[config.mk]
export PLATFORM = sky130hd
export DESIGN_NAME = asof_formatter
export DESIGN_NICKNAME = d
export VERILOG_FILES = /design/src/include/asof_pkg.sv /design/src/core/asof_formatter.sv
export SDC_FILE = /design/constraint.sdc
export NUM_CORES = 1
export LEC_CHECK = 0
export BUFFER_PORTS_ARGS = -buffer_cell sky130_fd_sc_hd__buf_4
export CORE_UTILIZATION = 41
export CTS_CLUSTER_DIAMETER = 100
export DETAILED_ROUTE_END_ITERATION = 8
export PLACE_DENSITY = 0.64
export SKIP_CTS_REPAIR_TIMING = 1
export SLEW_MARGIN = 20
export SYNTH_ARGS = -nofsm -noshare
export SYNTH_HDL_FRONTEND = slang
export SYNTH_SLANG_ARGS = --single-unit
[constraint.sdc]
create_clock -name CLK -period 4 [get_ports CLK]
set_input_delay 0.8 -clock CLK [delete_from_list [all_inputs] [get_ports CLK]]
set_output_delay 0.8 -clock CLK [all_outputs]
set_load 0.05 [all_outputs]
[src/include/asof_pkg.sv]
package asof_pkg;
    localparam int DATA_W = 16;
    localparam int LOCK_CYCLES = 100;
    localparam int SYNC_STAGES = 2;
    localparam logic [31:0] SCLK_PERIOD_NS = 32'h0000_00C8;
    localparam logic [7:0] STOP_CYCLES = 8'hFF;
    localparam logic [31:0] CLK_PERIOD_NS = 32'h0000_0019;
    // Register byte offsets.
    localparam logic [7:0] REG_CTRL = 8'h00;
    localparam logic [7:0] REG_STATUS = 8'h04;
    localparam logic [7:0] REG_IRQ_STAT = 8'h08;
    localparam logic [7:0] REG_IRQ_MASK = 8'h0C;
    localparam logic [7:0] REG_SAMPLE = 8'h10;
    localparam logic [31:0] CTRL_RESET = 32'h0000_0000;
    localparam logic [31:0] MASK_RESET = 32'h0000_0000;
    localparam int IRQ_SAMPLE = 0;
    localparam int IRQ_RANGE = 1;
    localparam int IRQ_LOCK = 2;
    localparam int IRQ_W = 3;
    typedef enum logic [1:0] {
        OUT_FULL_CMOS = 2'b00,
        OUT_DEMUX_CMOS = 2'b01,
        OUT_LP_LVDS = 2'b10,
        OUT_LVDS = 2'b11
    } asof_out_mode_t;
    typedef enum logic [1:0] {
        FMT_OB_NOSTAB = 2'b00,
        FMT_OB_STAB = 2'b01,
        FMT_TC_STAB = 2'b10,
        FMT_TC_NOSTAB = 2'b11
    } asof_fmt_mode_t;
    typedef enum logic [1:0] {
        LK_IDLE = 2'b00,
        LK_LOCKING = 2'b01,
        LK_LOCKED = 2'b11
    } asof_lock_t;
endpackage

[src/core/asof_formatter.sv]
// Contract
// - Stabilizer on: sample on rising edge only, falling edge ignored.
// - Stabilizer needs one hundred input cycles to relock after a stop.
// - Output-select level picks full CMOS, demux CMOS, low-power or standard LVDS.
// - Format level picks binary or two's complement and stabilizer on or off.
// - Range flag high on over- or under-range; per bus or single.
// - Forwarded clock pair; first-bus data change as first falls, second rises; demux second-bus data change as first rises.
// - Demux mode forwarded clocks toggle at half the encode rate.
// - Scramble XORs every bit above the LSB with the LSB.
// - Track from falling encode edge, hold at following rising edge.
`timescale 1ns/1ps
`default_nettype none
module asof_formatter
    import asof_pkg::*;
#(
    parameter int WIDTH = DATA_W,
    parameter int LOCK_COUNT = LOCK_CYCLES
) (
    // Clock, reset, enable.
    input wire logic CLK,
    input wire logic RST_N,
    input wire logic CE,
    // Converter side.
    input wire logic SAMPLE_CLOCK_IN,
    input wire logic [WIDTH-1:0] CONV_CODE,
    input wire logic CONV_OVER_RANGE,
    input wire logic [1:0] OUTPUT_SELECT,
    input wire logic [1:0] FORMAT_SELECT,
    input wire logic SCRAMBLE_ENABLE,
    // Output pins.
    output logic [WIDTH-1:0] DATA_FIRST_BUS,
    output logic [WIDTH-1:0] DATA_SECOND_BUS,
    output logic RANGE_FLAG_FIRST_BUS,
    output logic RANGE_FLAG_SECOND_BUS,
    output logic RANGE_FLAG,
    output logic FORWARDED_CLOCK_FIRST,
    output logic FORWARDED_CLOCK_SECOND,
    output logic TRACK_PHASE,
    output logic IRQ,
    // AXI4-Lite slave.
    input wire logic [7:0] S_AXI_AWADDR,
    input wire logic S_AXI_AWVALID,
    output logic S_AXI_AWREADY,
    input wire logic [31:0] S_AXI_WDATA,
    input wire logic [3:0] S_AXI_WSTRB,
    input wire logic S_AXI_WVALID,
    output logic S_AXI_WREADY,
    output logic [1:0] S_AXI_BRESP,
    output logic S_AXI_BVALID,
    input wire logic S_AXI_BREADY,
    input wire logic [7:0] S_AXI_ARADDR,
    input wire logic S_AXI_ARVALID,
    output logic S_AXI_ARREADY,
    output logic [31:0] S_AXI_RDATA,
    output logic [1:0] S_AXI_RRESP,
    output logic S_AXI_RVALID,
    input wire logic S_AXI_RREADY
);
    function automatic logic [WIDTH-1:0] format_code(input logic [WIDTH-1:0] code,
            input logic twos, input logic scr);
        logic [WIDTH-1:0] v;
        v = code;
        if (twos) begin
            v[WIDTH-1] = ~v[WIDTH-1];
        end
        if (scr) begin
            v[WIDTH-1:1] = v[WIDTH-1:1] ^ {(WIDTH-1){v[0]}};
        end
        return v;
    endfunction

    logic [2:0] sclk_sync;
    logic [1:0] osel_s1, osel_s2, fsel_s1, fsel_s2;
    logic scr_s1, scr_s2, ovr_s1, ovr_s2;
    logic [WIDTH-1:0] code_s1, code_s2;
    logic sclk_rise, sclk_fall;
    logic twos, stab_on;
    asof_out_mode_t out_mode;
    asof_fmt_mode_t fmt_mode;

    always_ff @(posedge CLK) begin
        if (!RST_N) begin
            sclk_sync <= 3'b000;
            osel_s1 <= 2'b00;
            osel_s2 <= 2'b00;
            fsel_s1 <= 2'b00;
            fsel_s2 <= 2'b00;
            scr_s1 <= 1'b0;
            scr_s2 <= 1'b0;
            ovr_s1 <= 1'b0;
            ovr_s2 <= 1'b0;
            code_s1 <= '0;
            code_s2 <= '0;
        end else if (CE) begin
            sclk_sync <= {sclk_sync[1:0], SAMPLE_CLOCK_IN};
            osel_s1 <= OUTPUT_SELECT;
            osel_s2 <= osel_s1;
            fsel_s1 <= FORMAT_SELECT;
            fsel_s2 <= fsel_s1;
            scr_s1 <= SCRAMBLE_ENABLE;
            scr_s2 <= scr_s1;
            ovr_s1 <= CONV_OVER_RANGE;
            ovr_s2 <= ovr_s1;
            code_s1 <= CONV_CODE;
            code_s2 <= code_s1;
        end
    end

    // Edge detection reads only the second and third stages.
    assign sclk_rise = sclk_sync[1] & ~sclk_sync[2];
    assign sclk_fall = ~sclk_sync[1] & sclk_sync[2];
    assign out_mode = asof_out_mode_t'(osel_s2);
    assign fmt_mode = asof_fmt_mode_t'(fsel_s2);
    assign twos = (fmt_mode == FMT_TC_STAB) || (fmt_mode == FMT_TC_NOSTAB);
    assign stab_on = (fmt_mode == FMT_OB_STAB) || (fmt_mode == FMT_TC_STAB);

    // Stabilizer lock: counts rising edges after a long stop.
    asof_lock_t lock_state;
    logic [7:0] lock_cnt;
    logic [7:0] idle_cnt;
    logic lock_done;
    always_ff @(posedge CLK) begin
        if (!RST_N) begin
            lock_state <= LK_IDLE;
            lock_cnt <= 8'h00;
            idle_cnt <= 8'h00;
        end else if (CE) begin
            if (sclk_rise || sclk_fall) begin
                idle_cnt <= 8'h00;
            end else if (idle_cnt != STOP_CYCLES) begin
                idle_cnt <= idle_cnt + 8'h01;
            end
            case (lock_state)
                LK_IDLE: begin
                    lock_cnt <= 8'h00;
                    if (sclk_rise) begin
                        lock_state <= LK_LOCKING;
                    end
                end
                LK_LOCKING: begin
                    if (idle_cnt == STOP_CYCLES) begin
                        lock_state <= LK_IDLE;
                    end else if (sclk_rise) begin
                        if (lock_cnt == 8'(LOCK_COUNT - 1)) begin
                            lock_state <= LK_LOCKED;
                        end
                        lock_cnt <= lock_cnt + 8'h01;
                    end
                end
                LK_LOCKED: begin
                    if (idle_cnt == STOP_CYCLES) begin
                        lock_state <= LK_IDLE;
                    end
                end
                default: lock_state <= LK_IDLE;
            endcase
        end
    end
    assign lock_done = !stab_on || (lock_state == LK_LOCKED);

    // Track phase: falling edge starts it, rising edge holds. Stabilizer ignores the
    // external falling edge and makes its own half a period after the rise.
    logic [7:0] half_cnt, per_cnt;
    logic int_fall;
    always_ff @(posedge CLK) begin
        if (!RST_N) begin
            per_cnt <= 8'h00;
            half_cnt <= 8'h00;
        end else if (CE) begin
            if (sclk_rise) begin
                per_cnt <= 8'h01;
                half_cnt <= {1'b0, per_cnt[7:1]};
            end else begin
                if (per_cnt != 8'hFF) begin
                    per_cnt <= per_cnt + 8'h01;
                end
                if (half_cnt != 8'h00) begin
                    half_cnt <= half_cnt - 8'h01;
                end
            end
        end
    end
    assign int_fall = (half_cnt == 8'h01) && !sclk_rise;

    always_ff @(posedge CLK) begin
        if (!RST_N) begin
            TRACK_PHASE <= 1'b0;
        end else if (CE) begin
            if (sclk_rise) begin
                TRACK_PHASE <= 1'b0;
            end else if (stab_on ? int_fall : sclk_fall) begin
                TRACK_PHASE <= 1'b1;
            end
        end
    end

    // Output path: sample on the rising edge only.
    logic [WIDTH-1:0] fmt_code;
    logic bus_sel;
    logic sample_evt;
    assign fmt_code = format_code(code_s2, twos, scr_s2);
    assign sample_evt = sclk_rise && lock_done;

    always_ff @(posedge CLK) begin
        if (!RST_N) begin
            DATA_FIRST_BUS <= '0;
            DATA_SECOND_BUS <= '0;
            RANGE_FLAG_FIRST_BUS <= 1'b0;
            RANGE_FLAG_SECOND_BUS <= 1'b0;
            RANGE_FLAG <= 1'b0;
            bus_sel <= 1'b0;
        end else if (CE && sample_evt) begin
            case (out_mode)
                OUT_FULL_CMOS: begin
                    DATA_FIRST_BUS <= fmt_code;
                    RANGE_FLAG_FIRST_BUS <= ovr_s2;
                    bus_sel <= 1'b0;
                end
                OUT_DEMUX_CMOS: begin
                    if (!bus_sel) begin
                        DATA_FIRST_BUS <= fmt_code;
                        RANGE_FLAG_FIRST_BUS <= ovr_s2;
                    end else begin
                        DATA_SECOND_BUS <= fmt_code;
                        RANGE_FLAG_SECOND_BUS <= ovr_s2;
                    end
                    bus_sel <= ~bus_sel;
                end
                default: begin
                    DATA_FIRST_BUS <= fmt_code;
                    RANGE_FLAG <= ovr_s2;
                    bus_sel <= 1'b0;
                end
            endcase
        end
    end

    // Forwarded clocks: complementary; first-bus data change as first falls, demux second-bus data as it rises.
    logic fwd;
    always_ff @(posedge CLK) begin
        if (!RST_N) begin
            fwd <= 1'b0;
        end else if (CE) begin
            if (out_mode == OUT_DEMUX_CMOS) begin
                if (sample_evt && !bus_sel) begin
                    fwd <= 1'b0;
                end else if (sample_evt) begin
                    fwd <= 1'b1;
                end
            end else if (sample_evt) begin
                fwd <= 1'b0;
            end else if (stab_on ? int_fall : sclk_fall) begin
                fwd <= 1'b1;
            end
        end
    end
    assign FORWARDED_CLOCK_FIRST = fwd;
    assign FORWARDED_CLOCK_SECOND = ~fwd;

    // Registers and interrupts.
    logic [IRQ_W-1:0] irq_stat, irq_mask, irq_evt;
    logic [31:0] ctrl;
    logic aw_hold, w_hold;
    logic [7:0] aw_addr;
    logic [31:0] w_data;
    logic wr_go, lock_prev;
    assign irq_evt = {stab_on & (lock_state == LK_LOCKED) & ~lock_prev, sample_evt & ovr_s2,
        sample_evt};
    // Readies drop while the clock enable is low, so no transfer is lost.
    assign S_AXI_AWREADY = CE && !aw_hold && !S_AXI_BVALID;
    assign S_AXI_WREADY = CE && !w_hold && !S_AXI_BVALID;
    assign S_AXI_ARREADY = CE && !S_AXI_RVALID;
    assign wr_go = aw_hold && w_hold && !S_AXI_BVALID;
    assign IRQ = |(irq_stat & irq_mask);

    always_ff @(posedge CLK) begin
        if (!RST_N) begin
            aw_hold <= 1'b0;
            w_hold <= 1'b0;
            aw_addr <= 8'h00;
            w_data <= 32'h0000_0000;
            S_AXI_BVALID <= 1'b0;
            S_AXI_BRESP <= 2'b00;
            ctrl <= CTRL_RESET;
            irq_mask <= MASK_RESET[IRQ_W-1:0];
        end else if (CE) begin
            if (S_AXI_AWVALID && S_AXI_AWREADY) begin
                aw_hold <= 1'b1;
                aw_addr <= S_AXI_AWADDR;
            end
            if (S_AXI_WVALID && S_AXI_WREADY) begin
                w_hold <= 1'b1;
                w_data <= S_AXI_WDATA;
            end
            if (wr_go) begin
                aw_hold <= 1'b0;
                w_hold <= 1'b0;
                S_AXI_BVALID <= 1'b1;
                S_AXI_BRESP <= 2'b00;
                case (aw_addr)
                    REG_CTRL: ctrl <= w_data;
                    REG_IRQ_MASK: irq_mask <= w_data[IRQ_W-1:0];
                    REG_IRQ_STAT, REG_STATUS, REG_SAMPLE: S_AXI_BRESP <= 2'b00;
                    default: S_AXI_BRESP <= 2'b10;
                endcase
            end else if (S_AXI_BVALID && S_AXI_BREADY) begin
                S_AXI_BVALID <= 1'b0;
            end
        end
    end

    always_ff @(posedge CLK) begin
        if (!RST_N) begin
            irq_stat <= '0;
            lock_prev <= 1'b0;
        end else if (CE) begin
            lock_prev <= stab_on && (lock_state == LK_LOCKED);
            if (wr_go && aw_addr == REG_IRQ_STAT) begin
                irq_stat <= (irq_stat & ~w_data[IRQ_W-1:0]) | irq_evt;
            end else begin
                irq_stat <= irq_stat | irq_evt;
            end
        end
    end

    always_ff @(posedge CLK) begin
        if (!RST_N) begin
            S_AXI_RVALID <= 1'b0;
            S_AXI_RDATA <= 32'h0000_0000;
            S_AXI_RRESP <= 2'b00;
        end else if (CE) begin
            if (S_AXI_ARVALID && S_AXI_ARREADY) begin
                S_AXI_RVALID <= 1'b1;
                S_AXI_RRESP <= 2'b00;
                case (S_AXI_ARADDR)
                    REG_CTRL: S_AXI_RDATA <= ctrl;
                    REG_STATUS: S_AXI_RDATA <= {24'h00_0000, 1'b0, lock_done,
                        fsel_s2, osel_s2, scr_s2, bus_sel};
                    REG_IRQ_STAT: S_AXI_RDATA <= {29'h0, irq_stat};
                    REG_IRQ_MASK: S_AXI_RDATA <= {29'h0, irq_mask};
                    REG_SAMPLE: S_AXI_RDATA <= {16'h0000, DATA_FIRST_BUS};
                    default: begin
                        S_AXI_RDATA <= 32'h0000_0000;
                        S_AXI_RRESP <= 2'b10;
                    end
                endcase
            end else if (S_AXI_RVALID && S_AXI_RREADY) begin
                S_AXI_RVALID <= 1'b0;
            end
        end
    end
endmodule
`default_nettype wire

==> impl_results.md <==
- Seq cells post-synth: 236
- CP max FO: 26
- Wire per inst: 16.0 µm
- Period Utilization, post-route: 0.626
- Delay-heaviest family, CP: simple AND/OR/NAND/NOR gates
- # rows: 55
- Post-synth EDFFs: 0
- Crit path DAT: 2.95 ns
- Reg clk slew, reported paths: 0.06 ns
- Final setup margin: 1.50 ns
- Fmax: 399 MHz
- Fillers: 2167
- Mapped Area: 9520 µm²
- Non-filler cells, final: approximately 1500
- Drt pass-1 iters: 5
- Initial Utilization: 0.419
- DRT iter0 DRCs: 527
- Setup crit end kind: register
- Total CTS buffers: 26
- Clk Latency, worst-skew pair: around 0.53 ns
- Largest net degree at the start of global routing: 84
- Slew Limit Fails: 0
- Total GRT Usage: 0.201
- Vias post-DR: 7914
- # DRC: 0
- Die Area: between 20000 and 25000 µm²
- Total negative slack: 0 ns
- Initial antenna violation count: 2
- Setup Crit Path Kind: reg -> reg
- Final Wtd Congestion: 0.833
- Overflow after GRT: 0
- # IOs: 163
- P&R area growth vs syn: 23.4%
- Placed Instances: 1456
- Worst path slowest cell: nor3_4
- Worst min-delay path class: reg -> reg
- Tmin final: 2.50 ns
- Static Leak: 4.60 nW
- Prevailing post-synth register cell: dfxtp_1
- Syn Area/Cell: just under 9 µm²
- Syn Inst Count: 1072
- CORE AREA: around 23000 µm²
- Buf/Inv on CP: 2
- Yosys cell types: 65
- Worst path cell trace: ha_1, buf_4, nand2_1, nor3_4, buf_4, nor2_1, a211oi_1
- Post-synth ARST share: 0
- First-pass GRT wire length: 38.7 mm
- Clock buffer depth: 3
- Max Cap Violations: 0
- Hold WS: approximately 0.45 ns
- Post-DP HPWL: 16.0 mm
- Hold Fails Final Rpt: 0
- Die Width: 154 µm
- Slowest Stage Delay on Critical Path: 0.61 ns
- IO Port Bufs: 156
- Required @ worst endpoint: 4.44 ns
- PD cells: 467 nW/µm²
- Layout net count: 1292
- RSZ-0062 raised after global routing: no
- CP startpoint kind: register
- Number of global-route vias before repair: ~7400
- Most used cell, CP: buf_4
- Vias per cell: 5.26
- Sequential element share of the synthesized area: 0.496
- Clk sinks: 236
- Setup-failing EPs final: 0
- TritonCTS clock tree: yes
- Die Ht: 154 µm
- Total Wirelength: 24.1 mm
- Clock Skew: 0.0179 ns
- Rel. slew slack: 0.406
- Post-route ant nets: 0
- Peak VDD IR: 0.258 mV
- Root buffer cell: clkbuf_16
- Status: finished clean
- Share of layout cells above drive strength 1: 0.198
- Synth Warn #: 0
- CTS H-tree lvls: 1
- Worst slew pin tran: 0.891 ns
- Pre-CTS setup slack: 1.11 ns
==> flip-flops by register name, indices dropped and copies added (netlist names), 2 cells and up <==
| register | cells |
|---|---|
| DATA_FIRST_BUS | 16 |
| DATA_SECOND_BUS | 16 |
| S_AXI_RDATA | 32 |
| aw_addr | 8 |
| code_s1 | 16 |
| code_s2 | 16 |
| ctrl | 32 |
| fmt_mode | 2 |
| fsel_s1 | 2 |
| half_cnt | 8 |
| idle_cnt | 8 |
| irq_mask | 3 |
| irq_stat | 3 |
| lock_cnt | 8 |
| lock_state | 2 |
| osel_s1 | 2 |
| osel_s2 | 2 |
| per_cnt | 8 |
| sclk_sync | 3 |
| w_data | 32 |
==> synth_stat cells (6+ instances only) <==
| cell type | count | area share |
|---|---|---|
| a22oi_1 | 13 | 0.010 |
| xor2_1 | 17 | 0.016 |
| nor2_1 | 137 | 0.054 |
| inv_1 | 10 | 0.0039 |
| nand2_1 | 181 | 0.071 |
| nand3_1 | 13 | 0.0068 |
| a211oi_1 | 31 | 0.024 |
| nor3_1 | 13 | 0.0068 |
| mux2i_1 | 64 | 0.067 |
| a21oi_1 | 98 | 0.052 |
| a32oi_1 | 17 | 0.016 |
| or3_1 | 10 | 0.0066 |
| or4_1 | 6 | 0.0047 |
| ha_1 | 10 | 0.013 |
| o31ai_1 | 6 | 0.0047 |
| o21ai_0 | 27 | 0.014 |
| dfxtp_1 | 236 | 0.50 |
| mux2_2 | 9 | 0.011 |
| clkbuf_1 | 44 | 0.017 |
| xnor2_1 | 9 | 0.0083 |
| nor2b_1 | 7 | 0.0046 |
| nor3b_1 | 6 | 0.0047 |
| buf_2 | 16 | 0.0084 |
==> worst register-to-register path, cell delays in order, from the launching register on <==
cell and delay (ns):
dfxtp_1 0.42, ha_1 0.18, buf_4 0.26, nand2_1 0.32, nor3_4 0.61, buf_4 0.36
nor2_1 0.07, a211oi_1 0.22
==> routing by layer <==
layer | track usage | wire (µm) | vias to the layer above
met5 | 0 | 17 | -
met4 | 0.0566 | 524 | 2
met3 | 0.0572 | 1860 | 35
met2 | 0.319 | 10800 | 196
met1 | 0.266 | 10800 | 3692
li1 | - | - | 3989
==> path summary, 6_finish.rpt <==
path | start | end | slack, ns | cells past startpoint
worst min register to register | aw_addr[7] | aw_addr[7] | 0.45 | 2
worst max register to register | sclk_sync[1] | DATA_SECOND_BUS[12] | 1.50 | 7
worst max-delay path | sclk_sync[1] | DATA_SECOND_BUS[12] | 1.50 | 7
worst min-delay path | aw_addr[7] | aw_addr[7] | 0.45 | 2
==> placed cells by master, fill, tap and decap left out, types with 5 or more instances in the layout <==
cell type	count
xnor2_1	9
inv_1	10
a21oi_1	98
o31ai_1	6
clkbuf_8	10
nor2b_1	7
nor3_1	13
o21ai_0	27
a32oi_1	17
clkbuf_16	26
nor3b_1	6
mux2i_1	64
a22oi_1	13
nand3_1	13
or3_1	10
a32o_1	5
ha_1	10
a31oi_1	5
dfxtp_1	236
or4_1	6
mux2_2	9
buf_4	168
xor2_1	17
a211oi_1	31
nor2_1	137
nand4_1	5
clkinv_2	5
nand2_1	181
==> power by group <==
group / switching [mW] / internal, mW
sequential: 0.0702 / 2.43
clock: 0.952 / 1.45
combinational: 0.338 / 0.247
total: 1.36 / 4.12
==> through the flow <==
| step | cell area, µm² | power [mW] | util |
|---|---|---|---|
| 2_1_floorplan | 9520 | 2.96 | - |
| 3_3_place_gp | 10900 | 3.12 | 0.478 |
| 3_5_place_dp | 10900 | 3.13 | 0.478 |
| 4_1_cts | 11700 | 5.54 | 0.517 |
| 5_1_grt | 11700 | 5.71 | 0.517 |
| 6_report | 11700 | 5.48 | 0.517 |
==> layout make-up <==
type	instances	area, µm²	area share
Multi-Input combinational cell	753	4440	0.378
Antenna cell	1	2.50	0.000213
Clock buffer	39	800	0.0681
Sequential cell	236	4720	0.402
Timing Repair Buffer	169	1280	0.109
Inverter	13	53.8	0.00458
Tap cell	285	357	0.0304
Clock inverter	9	87.6	0.00746
==> cells by family (layout without fill, tap and decap cells) <==
logic type | after synthesis | after routing | synth area share
buf+inv | 84 | 230 | 0.0400
fa+ha+maj | 10 | 10 | 0.0131
compound gates | 226 | 226 | 0.151
flops | 236 | 236 | 0.496
mux | 73 | 73 | 0.0780
xor+xnor | 26 | 26 | 0.0239
simple gates | 416 | 416 | 0.197
other cells | 1 | 3 | 0.000394
(Power assumes the default switching activity.)
